[src/core/pwr_pkg.sv]
package pwr_pkg;
  // ----------------------------------------
  // register map
  // ----------------------------------------
  localparam logic [7:0] ADDR_POWER_MODE_CONTROL = 8'h87; // sfr address
  localparam logic [7:0] RESET_POWER_MODE_CONTROL = 8'h00; // all modes off
  // ----------------------------------------
  // field positions inside power_mode_control
  // ----------------------------------------
  localparam int BIT_SLEEP_ARM     = 0; // idle arm
  localparam int BIT_POWERDOWN_ARM = 1; // power-down arm
  localparam int BIT_GENERAL_ZERO  = 2; // general flag zero
  localparam int BIT_GENERAL_ONE   = 3; // general flag one
  localparam int BIT_CLOCK_DIVIDE  = 4; // slow-down enable
  localparam int BIT_SLEEP_START   = 5; // idle start
  localparam int BIT_POWERDOWN_START = 6; // power-down start
  // ----------------------------------------
  // machine cycle timing
  // ----------------------------------------
  localparam logic [3:0] MC_LAST      = 4'hB; // 6 states x 2 phases
  localparam logic [3:0] MC_S3P1      = 4'h4; // pin sample point
  localparam logic [2:0] SLOW_DIV_LAST = 3'h7; // divide by eight
  localparam logic [1:0] STRAP_SAMPLE = 2'h2; // sync chain settled
  localparam logic [1:0] STRAP_DONE   = 2'h3; // strap caught
  localparam logic       PIN_RESET_LEVEL = 1'b1; // weak pull-up default
endpackage

[src/core/power_saving_mode_control.sv]
`timescale 1ns/10ps
// Contract
// - pin high blocks every power mode entry
// - pin high in reset autostarts watchdog
// - pin low enables modes, no autostart
// - later pin changes never touch watchdog
// - pin level sampled at state 3 phase 1
// - two general flags, plain read/write
// - clock divide bit enables slow-down
// - idle gates cpu clock, peripherals run
// - cpu state frozen during idle
// - port pins hold levels in idle
// - strobes held high during idle
// - port inputs stay live in idle
// - watchdog halted throughout idle
// - idle needs arm write, then start write
// - arm and start together never enter idle
// - arm/start bits self-clear, read zero
// - start instruction is last before idle
// - power-down arm then start, start last
// - both modes need sequence and pin
// - power-down arm bit1, start bit6
// - slow-down within two cycles, divide eight
// - enabled interrupt ends idle
module power_saving_mode_control (
  input  wire logic       clk_sys,                        // oscillator clock
  input  wire logic       rst_n,                          // async reset
  input  wire logic       save_enable_watchdog_start_pin, // external pin
  input  wire logic [7:0] sfr_addr,                       // sfr address
  input  wire logic       sfr_wr,                         // sfr write strobe
  input  wire logic [7:0] sfr_wdata,                      // sfr write data
  input  wire logic       instr_end,                      // last cycle of instruction
  input  wire logic       irq_pending,                    // enabled interrupt active
  output logic      [7:0] sfr_rdata,                      // sfr read data
  output logic            cpu_clk_en,                     // cpu clock gate
  output logic            periph_clk_en,                  // peripheral clock gate
  output logic            osc_tick,                       // divided clock enable
  output logic            slow_active,                    // slow-down in force
  output logic            sleep_active,                   // idle mode
  output logic            powerdown_active,               // power-down mode
  output logic            wdt_halt,                       // watchdog stop
  output logic            wdt_autostart,                  // watchdog started by strap
  output logic            port_hold,                      // freeze port levels
  output logic            ale_hold_high,                  // address strobe forced high
  output logic            program_store_strobe_high       // store strobe forced high
);
  // ----------------------------------------
  // pin synchroniser and sampling
  // ----------------------------------------
  logic       pin_meta;    // first stage, read only by pin_sync
  logic       pin_sync;    // second stage
  logic       pe_block;    // pin level seen at sample point
  logic [3:0] mc_pos;      // position in machine cycle
  logic [2:0] div_cnt;     // slow-down prescaler
  logic [1:0] strap_cnt;   // cycles since reset release

  // two flops; reset to pull-up level so modes start blocked
  always_ff @(posedge clk_sys or negedge rst_n) begin
    if (!rst_n) begin
      pin_meta <= pwr_pkg::PIN_RESET_LEVEL;
      pin_sync <= pwr_pkg::PIN_RESET_LEVEL;
    end else begin
      pin_meta <= save_enable_watchdog_start_pin;
      pin_sync <= pin_meta;
    end
  end

  // prescaler: every clock normally, every eighth when slowed
  always_ff @(posedge clk_sys or negedge rst_n) begin
    if (!rst_n) begin
      div_cnt <= 3'h0;
    end else if (!slow_active || div_cnt == pwr_pkg::SLOW_DIV_LAST) begin
      div_cnt <= 3'h0;
    end else begin
      div_cnt <= div_cnt + 3'h1;
    end
  end

  assign osc_tick = !slow_active || div_cnt == pwr_pkg::SLOW_DIV_LAST;

  // machine cycle position, advances on each oscillator tick
  always_ff @(posedge clk_sys or negedge rst_n) begin
    if (!rst_n) begin
      mc_pos <= 4'h0;
    end else if (osc_tick) begin
      mc_pos <= (mc_pos == pwr_pkg::MC_LAST) ? 4'h0 : mc_pos + 4'h1;
    end
  end

  // level change only seen at s3p1; between samples it stands still
  always_ff @(posedge clk_sys or negedge rst_n) begin
    if (!rst_n) begin
      pe_block <= pwr_pkg::PIN_RESET_LEVEL;
    end else if (osc_tick && mc_pos == pwr_pkg::MC_S3P1) begin
      pe_block <= pin_sync;
    end
  end

  // ----------------------------------------
  // watchdog strap
  // ----------------------------------------
  // caught once after release, once the synchroniser carries the pin;
  // nothing later can change it, so pin toggles leave the watchdog alone
  always_ff @(posedge clk_sys or negedge rst_n) begin
    if (!rst_n) begin
      strap_cnt     <= 2'h0;
      wdt_autostart <= 1'b0;
    end else if (strap_cnt != pwr_pkg::STRAP_DONE) begin
      strap_cnt <= strap_cnt + 2'h1;
      if (strap_cnt == pwr_pkg::STRAP_SAMPLE) begin
        wdt_autostart <= pin_sync;
      end
    end
  end

  // ----------------------------------------
  // register
  // ----------------------------------------
  logic       ctl_hit;       // write to power_mode_control
  logic       clock_divide_enable;
  logic       general_flag_zero;
  logic       general_flag_one;
  logic       w_sleep_arm;   // arm-only write
  logic       w_sleep_start; // start-only write
  logic       w_pd_arm;
  logic       w_pd_start;

  assign ctl_hit = sfr_wr && sfr_addr == pwr_pkg::ADDR_POWER_MODE_CONTROL;
  // a write setting both bits of a pair counts as neither
  // byte writes only: a read-modify-write that keeps an old arm bit set
  // alongside a new start bit is refused like any combined write
  assign w_sleep_arm   = ctl_hit && sfr_wdata[pwr_pkg::BIT_SLEEP_ARM]
                         && !sfr_wdata[pwr_pkg::BIT_SLEEP_START];
  assign w_sleep_start = ctl_hit && sfr_wdata[pwr_pkg::BIT_SLEEP_START]
                         && !sfr_wdata[pwr_pkg::BIT_SLEEP_ARM];
  assign w_pd_arm      = ctl_hit && sfr_wdata[pwr_pkg::BIT_POWERDOWN_ARM]
                         && !sfr_wdata[pwr_pkg::BIT_POWERDOWN_START];
  assign w_pd_start    = ctl_hit && sfr_wdata[pwr_pkg::BIT_POWERDOWN_START]
                         && !sfr_wdata[pwr_pkg::BIT_POWERDOWN_ARM];

  // stored bits; the frozen cpu cannot write while idle anyway
  always_ff @(posedge clk_sys or negedge rst_n) begin
    if (!rst_n) begin
      clock_divide_enable <= pwr_pkg::RESET_POWER_MODE_CONTROL[pwr_pkg::BIT_CLOCK_DIVIDE];
      general_flag_zero   <= pwr_pkg::RESET_POWER_MODE_CONTROL[pwr_pkg::BIT_GENERAL_ZERO];
      general_flag_one    <= pwr_pkg::RESET_POWER_MODE_CONTROL[pwr_pkg::BIT_GENERAL_ONE];
    end else if (ctl_hit) begin
      clock_divide_enable <= sfr_wdata[pwr_pkg::BIT_CLOCK_DIVIDE];
      general_flag_zero   <= sfr_wdata[pwr_pkg::BIT_GENERAL_ZERO];
      general_flag_one    <= sfr_wdata[pwr_pkg::BIT_GENERAL_ONE];
    end
  end

  // arm and start bits never stored, so they always read zero
  always_comb begin
    sfr_rdata = 8'h00;
    sfr_rdata[pwr_pkg::BIT_CLOCK_DIVIDE] = clock_divide_enable;
    sfr_rdata[pwr_pkg::BIT_GENERAL_ZERO] = general_flag_zero;
    sfr_rdata[pwr_pkg::BIT_GENERAL_ONE]  = general_flag_one;
  end

  // ----------------------------------------
  // arm tracking
  // ----------------------------------------
  logic sleep_armed; // arm seen
  logic sleep_aged;  // arming instruction has ended
  logic pd_armed;
  logic pd_aged;
  logic sleep_req;   // entry pending end of start instruction
  logic pd_req;

  // arm lives only through the next instruction, then is dropped
  // a lone start write finds no aged arm and falls away, so a runaway
  // program cannot park the cpu with one stray store
  always_ff @(posedge clk_sys or negedge rst_n) begin
    if (!rst_n) begin
      sleep_armed <= 1'b0;
      sleep_aged  <= 1'b0;
    end else if (w_sleep_arm) begin
      sleep_armed <= 1'b1;
      sleep_aged  <= 1'b0;
    end else if (w_sleep_start || (instr_end && sleep_aged)) begin
      sleep_armed <= 1'b0;
      sleep_aged  <= 1'b0;
    end else if (instr_end && sleep_armed) begin
      sleep_aged <= 1'b1;
    end
  end

  // same sequence for power-down
  always_ff @(posedge clk_sys or negedge rst_n) begin
    if (!rst_n) begin
      pd_armed <= 1'b0;
      pd_aged  <= 1'b0;
    end else if (w_pd_arm) begin
      pd_armed <= 1'b1;
      pd_aged  <= 1'b0;
    end else if (w_pd_start || (instr_end && pd_aged)) begin
      pd_armed <= 1'b0;
      pd_aged  <= 1'b0;
    end else if (instr_end && pd_armed) begin
      pd_aged <= 1'b1;
    end
  end

  // start accepted only right after arm and with the pin permitting
  always_ff @(posedge clk_sys or negedge rst_n) begin
    if (!rst_n) begin
      sleep_req <= 1'b0;
      pd_req    <= 1'b0;
    end else begin
      if (w_sleep_start && sleep_aged && !pe_block) begin
        sleep_req <= 1'b1;
      end else if (instr_end) begin
        sleep_req <= 1'b0;
      end
      if (w_pd_start && pd_aged && !pe_block) begin
        pd_req <= 1'b1;
      end else if (instr_end) begin
        pd_req <= 1'b0;
      end
    end
  end

  // ----------------------------------------
  // mode state
  // ----------------------------------------
  // entry waits for the start instruction to end; power-down wins;
  // power-down leaves only by reset
  always_ff @(posedge clk_sys or negedge rst_n) begin
    if (!rst_n) begin
      sleep_active     <= 1'b0;
      powerdown_active <= 1'b0;
    end else if (instr_end && pd_req) begin
      powerdown_active <= 1'b1;
      sleep_active     <= 1'b0;
    end else if (instr_end && sleep_req) begin
      sleep_active <= 1'b1;
    end else if (sleep_active && irq_pending) begin
      sleep_active <= 1'b0;
    end
  end

  // slow-down taken at machine cycle end, within two cycles; pin blocks it
  always_ff @(posedge clk_sys or negedge rst_n) begin
    if (!rst_n) begin
      slow_active <= 1'b0;
    end else if (osc_tick && mc_pos == pwr_pkg::MC_LAST) begin
      slow_active <= clock_divide_enable && !pe_block;
    end
  end

  // ----------------------------------------
  // gates and pin controls
  // ----------------------------------------
  // cpu clock off freezes all cpu registers; peripherals keep clocking in idle, stop in power-down
  assign cpu_clk_en    = !sleep_active && !powerdown_active;
  assign periph_clk_en = !powerdown_active;
  assign wdt_halt      = sleep_active || powerdown_active;
  assign port_hold     = sleep_active || powerdown_active;
  assign ale_hold_high = sleep_active;
  assign program_store_strobe_high = sleep_active;

  // ----------------------------------------
  // checks
  // ----------------------------------------
  // entry edge traces back to the start write, taken one edge earlier
  a_block_entry: assert property (@(posedge clk_sys) disable iff (!rst_n)
    $rose(sleep_active) || $rose(powerdown_active) |-> $past(!pe_block))
    else $error("mode entered while pin blocked");
  a_cpu_gated: assert property (@(posedge clk_sys) disable iff (!rst_n)
    sleep_active |-> !cpu_clk_en && periph_clk_en)
    else $error("idle clock gating wrong");
  a_wdt_stopped: assert property (@(posedge clk_sys) disable iff (!rst_n)
    sleep_active |-> wdt_halt)
    else $error("watchdog runs in idle");
  a_strobes_high: assert property (@(posedge clk_sys) disable iff (!rst_n)
    sleep_active |-> ale_hold_high && program_store_strobe_high && port_hold)
    else $error("strobes not held in idle");
  a_arm_reads_zero: assert property (@(posedge clk_sys) disable iff (!rst_n)
    sfr_rdata[pwr_pkg::BIT_SLEEP_ARM] == 1'b0 && sfr_rdata[pwr_pkg::BIT_SLEEP_START] == 1'b0)
    else $error("arm or start bit reads one");
  a_both_ignored: assert property (@(posedge clk_sys) disable iff (!rst_n)
    ctl_hit && sfr_wdata[pwr_pkg::BIT_SLEEP_ARM] && sfr_wdata[pwr_pkg::BIT_SLEEP_START]
    && !sleep_req |=> !sleep_req)
    else $error("combined write started idle");
  a_strap_once: assert property (@(posedge clk_sys) disable iff (!rst_n)
    $changed(wdt_autostart) |-> $past(strap_cnt) == pwr_pkg::STRAP_SAMPLE)
    else $error("watchdog start changed late");
  a_pin_sample: assert property (@(posedge clk_sys) disable iff (!rst_n)
    $changed(pe_block) |-> $past(mc_pos) == pwr_pkg::MC_S3P1)
    else $error("pin sampled off s3p1");
  a_slow_sync: assert property (@(posedge clk_sys) disable iff (!rst_n)
    clock_divide_enable && !pe_block && !slow_active ##1
    clock_divide_enable && !pe_block |-> ##[0:23] slow_active)
    else $error("slow-down late");
  a_idle_exit: assert property (@(posedge clk_sys) disable iff (!rst_n)
    sleep_active && irq_pending && !pd_req |=> !sleep_active)
    else $error("idle not ended by interrupt");
endmodule

[config.mk]
export PLATFORM = sky130hd
export DESIGN_NAME = power_saving_mode_control
export DESIGN_NICKNAME = d
export VERILOG_FILES = /design/src/core/pwr_pkg.sv /design/src/core/power_saving_mode_control.sv
export SDC_FILE = /design/constraint.sdc
export NUM_CORES = 1
export LEC_CHECK = 0
export BUFFER_PORTS_ARGS = -buffer_cell sky130_fd_sc_hd__buf_2
export CORE_MARGIN = 4
export CORE_UTILIZATION = 53
export DETAILED_ROUTE_END_ITERATION = 6
export GPL_ROUTABILITY_DRIVEN = 1
export PLACE_DENSITY = 0.91
export SKIP_LAST_GASP = 1
export SYNTH_ARGS = -nofsm -noshare
export SYNTH_HDL_FRONTEND = slang
export SYNTH_SLANG_ARGS = --single-unit
[constraint.sdc]
create_clock -name clk_sys -period 2.7 [get_ports clk_sys]
set_input_delay 0.135 -clock clk_sys [delete_from_list [all_inputs] [get_ports clk_sys]]
set_output_delay 0.135 -clock clk_sys [all_outputs]
set_load 0.05 [all_outputs]
# Word level (Yosys, flattened, before mapping)
# Index checks and enable logic that the tools add are counted.
[classes]
add_sub_neg = 3
eq_ne = 6
n_mux = 18
reduce_logical = 44
[ops]
columns = ["operator", "n"]
rows = [
  ["1-bit logical AND", 24],
  ["1-bit two-way mux", 16],
  ["3-bit nonzero test", 3],
  ["8-bit equality test, second input constant", 1],
  ["1-bit logical NOT", 8],
  ["2-bit nonzero test", 4],
  ["4-bit by 1-bit adder with 4-bit output, second input constant", 1],
  ["4-bit by 3-bit equality test with 1-bit output, second input constant", 1],
  ["4-bit equality test, second input constant", 1],
  ["1-bit logical OR", 4],
  ["4-bit two-way mux", 1],
  ["3-bit by 1-bit adder with 3-bit output, second input constant", 1],
  ["3-bit equality test, second input constant", 1],
  ["3-bit two-way mux", 1],
  ["2-bit by 1-bit adder with 2-bit output, second input constant", 1],
  ["2-bit equality test, second input constant", 1],
  ["2-bit != test, second input constant", 1],
  ["2-bit AND reduction", 1],
]
[word_totals]
register_bits = 25
input_bits = 22
output_inout_bits = 19
wordCells = 90

# Logic depth before layout (Yosys ltp)
[logic_depth]
word_depth = 7
depth_mapped = 6
ltp_nobuf = 6

# Least setup slack after synthesis
# No wires, ideal clock.
[synth_path]
path_kind = "register to register"
start = "reg slow_active"
end = "reg mc_pos[3]"
setup_time_ns = 0.121
arrival_time_ns = 1.544
t_required_ns = 2.579
slack_ns = 1.035
stages_incl_launch_ff = 5
n_path_buf = 0
synth_period_minus_slack_ns = 1.665
cell_sequence = "dfrtp_1 > nor2b_1 > inv_1 > o21ai_0 > a22o_1"
[synth_between]
elab_chain_len = 2
[synth_lines]
columns = ["item", "line_no", "rtl"]
rows = [
  ["start, declared", "power_saving_mode_control.sv:38", "output logic slow_active,"],
  ["start signal, assigned", "power_saving_mode_control.sv:249", "slow_active <= clock_divide_enable && !pe_block;"],
  ["1-bit logical NOT", "power_saving_mode_control.sv:79", "assign osc_tick = !slow_active || div_cnt == pwr_pkg::SLOW_DIV_LAST;"],
  ["1-bit logical OR", "power_saving_mode_control.sv:79", ""],
  ["via osc_tick", "power_saving_mode_control.sv:37", "output logic osc_tick,"],
  ["end signal, assigned", "power_saving_mode_control.sv:86", "mc_pos <= (mc_pos == pwr_pkg::MC_LAST) ? 4'h0 : mc_pos + 4'h1;"],
  ["end, declared", "power_saving_mode_control.sv:53", "logic [3:0] mc_pos;"],
]
# The timed path passes the listed nets, and every way through them passes these cells.
# A chain may end at the register's enable or synchronous reset.

# Final worst setup path
[layout_path]
start = "reg div_cnt[0]"
end = "out osc_tick"
[layout_between]
elab_chain_len = 2
[layout_lines]
columns = ["item", "line_no", "rtl"]
rows = [
  ["start, declared", "power_saving_mode_control.sv:54", "logic [2:0] div_cnt;"],
  ["start signal, assigned", "power_saving_mode_control.sv:75", "div_cnt <= div_cnt + 3'h1;"],
  ["3-bit equality test", "power_saving_mode_control.sv:79", ""],
  ["1-bit logical OR", "power_saving_mode_control.sv:79", ""],
  ["end, declared", "power_saving_mode_control.sv:37", ""],
]
# Every way passes these cells.

==> results.yml <==
status:
  status: "finished, final reports clean"
final_layout:
  syn2layout_area_growth_pct: 13.62
  fillers: 189
  antennaDiodeCount: 0
  drive_gt1_share_pct: 33.10
  nets: 174
  final_area_um2: 1409
sta:
  setup_viol: 0
  rsz0062_at_grt: "false"
  finalCritPeriodShare_pct: 72.18
  timing.slew.headroom_pct: 64.39
  tightest_slew_ps: 534.1
  final_max_slew_viol_count: 0
  fmax_mhz: 513.1
  min_period_ps: 1949
  hold_viol: 0
  tns_ps: 0
  skew_ps: 9.397
grt:
  grt_pass1_vias: 899
  overflow: 0
  antenna_found_initial: 0
  grt_usage_pct: 14.65
  grt_pass1_wl_mm: 3.691
  grt_max_degree: 26
cts:
  cts.clk_slew.worst_paths_ps: 130
  clk_latency_ps: 300
  ctsHoldBuffers: 2
  cts_made_buffers: 3
  clockBufferDepth: 2
  cts_setup_buffers: 0
  cts_resized: 0
  cts_tree: "done"
  htreeDepth: 1
  clock-sinks: 25
  cts-root-buf: "clkbuf_4"
place:
  portBuffers: 34
  dp_hpwl_mm: 1.796
  place_area_um2: 1363
  place_congestion: 0.7047
drt:
  drc: 0
  via_count: 877
  viasPerCell: 5.069
  finalWirelength_mm: 2.215
  firstDrtPassIters: 3
  first_iter_violations: 9
  wl_per_cell_um: 12.80
  ant_nets: 0
power:
  internal-power_mw: 0.5725
  ir_worst_vdd_mv: 0.4445
  power_density_nw_per_um2: 602.1
  p_clk_share_pct: 18.5
  leakage_nw: 0.7448
  switching_share_pct: 32.50
  combPwrFrac_pct: 26.3
  p_switching_mw: 0.2757
  seqPwrFrac_pct: 55.2
logic_synthesis:
  ys_seq_area_share_pct: 50.76
  ys_ff_latch: 25
  synthTopCellsByArea: "dfrtp_1 44%, buf_4 6.7%, dfstp_2 6.4%"
  yosysWarnings: 0
  syn_area_per_cell_um2: 10.88
  synth_area_leader_cell: "dfrtp_1"
  synth_top_flop_cell: "dfrtp_1"
  synth_area_um2: 1240
  synth_cell_types: 35
  synthCells: 114
  async_reset_ff_share_pct: 100.0
  synth_edf_count: 0
  synth_top_area_share_pct: 44.40
setup_path:
  path_max_fanout: 7
  critPathLaunchType: "flop"
  crit_arrival_ps: 1810
  cpPeakStageDelay_ps: 410
  worst-path-buf-inv: 2
  worst_ep_required_time_ps: 2570
  crit_family: "buffers and inverters"
  cpMaxStageDelayCell: "dfrtp_1"
  cp_common_cell: "ha_1"
  crit_chain: "ha_1 > ha_1 > nor2b_1 > inv_1 > buf_2"
  critPathKind: "reg -> out"
  endpoint_kind: "output port"
die:
  die_h_um: 56.37
  fp.dieArea_um2: 3178
  die_x_um: 56.37
  rows: 17
  io_pins: 41
  fp.coreArea_um2: 2212
  start_util_pct: 56.05
min_path:
  hold_path.class: "in -> reg"
flow_run:
  drv_cap: 0
==> layout make-up <==
cell class	count	area, µm²	area share, %
Tap cell	28	35.03	2.487
Clock buffer	4	26.28	1.865
Timing Repair Buffer	36	190.2	13.50
Inverter	10	37.54	2.664
Multi-Input combinational cell	70	490.5	34.81
Sequential cell	25	629.4	44.67
==> state kept, by name, indices dropped and copies added, names as in the netlist <==
register             flops
mc_pos                   4
div_cnt                  3
strap_cnt                2
ale_hold_high            1
clock_divide_enable      1
general_flag_one         1
general_flag_zero        1
pd_aged                  1
pd_armed                 1
pd_req                   1
pe_block                 1
pin_meta                 1
pin_sync                 1
powerdown_active         1
sleep_aged               1
sleep_armed              1
sleep_req                1
slow_active              1
wdt_autostart            1
==> power groups by stage <==
| stage | Combinational, mW | Sequential (mW) | Clock (mW) |
|---|---|---|---|
| 6_report | 0.223 | 0.468 | 0.157 |
| 2_1_floorplan | 0.165 | 0.471 | 0 |
| 3_3_place_gp | 0.205 | 0.467 | 0 |
| 3_5_place_dp | 0.222 | 0.474 | 0 |
| 4_1_cts | 0.225 | 0.467 | 0.163 |
| 5_1_grt | 0.251 | 0.474 | 0.180 |
==> metal layers <==
| metal | routed length (µm) | share of wire [%] | GRT usage [%] |
|---|---|---|---|
| met5 | 0 | 0 | 0 |
| met4 | 17 | 0.77 | 6.102 |
| met3 | 117 | 5.3 | 3.218 |
| met2 | 1175 | 53 | 26.54 |
| met1 | 905 | 41 | 16.42 |
==> metrics by stage <==
| step | total power [mW] | setup slack [ps] | std cells | hold WS (ps) | utilization, % |
|---|---|---|---|---|---|
| floorplan | 0.6354 | 1035 | 118 | -160.6 | - |
| global placement | 0.6718 | 1005 | 167 | 135.3 | 61.60 |
| detailed placement | 0.6959 | 987.6 | 167 | 149.1 | 61.60 |
| CTS | 0.8553 | 729.9 | 173 | 18.16 | 63.69 |
| global route | 0.9050 | 613.1 | 173 | 9.857 | 63.69 |
| finish | 0.8482 | 751.0 | 173 | 26.20 | 63.69 |
==> worst paths after layout <==
check / from / end / slack, ps / cells after the start
max: div_cnt[0] / osc_tick / 750 / 5
max in group asynchronous: rst_n / pe_block / 2010 / 2
max reg2reg: div_cnt[0] / pe_block / 980 / 6
min reg2reg: pin_meta / pin_sync / 380 / 0
min in group asynchronous: rst_n / pd_armed / 320 / 2
min: sfr_wdata[5] / sleep_armed / 30 / 2
==> layout by cell type, fill, tap and decap left out, types with 2 or more instances in the layout <==
cell type	n
buf_2	34
dfrtp_1	22
inv_1	10
nand2_1	9
a21oi_1	8
o21ai_0	6
ha_1	6
conb_1	5
nor2_1	3
mux2_2	3
clkbuf_4	3
dfstp_2	3
nor2b_1	2
and2_1	2
or3_1	2
mux2_4	2
a21boi_0	2
xor2_1	2
nand4b_1	2
o22ai_1	2
dlygate4sd3_1	2
==> worst register-to-register path, stage by stage (launching register included) <==
cell	delay, ps
dfrtp_1	410
ha_1	210
ha_1	190
nor2b_1	290
nor2_1	100
nand3_1	110
mux2_2	350
==> synth_stat cells, types with 2 or more instances <==
cell,n
dfrtp_1,22
buf_4,11
inv_1,10
nand2_1,9
a21oi_1,8
ha_1,6
o21ai_0,6
dfstp_2,3
mux2_2,3
nor2_1,3
a21boi_0,2
and2_1,2
mux2_4,2
nand4b_1,2
nor2b_1,2
o22ai_1,2
or3_1,2
xor2_1,2
==> kinds of logic after synthesis <==
| family | share of synthesized area [%] |
|---|---|
| muxes | 6.862 |
| other | 0.3024 |
| and+or+nand+nor | 11.91 |
| xor gates and xnor gates | 2.119 |
| adders and majority gates | 6.054 |
| AOI/OAI and AO/OA | 11.10 |
| buffers and inverters | 10.90 |
| DFF | 50.76 |
Note: power is estimated with default switching activity, not from simulation.
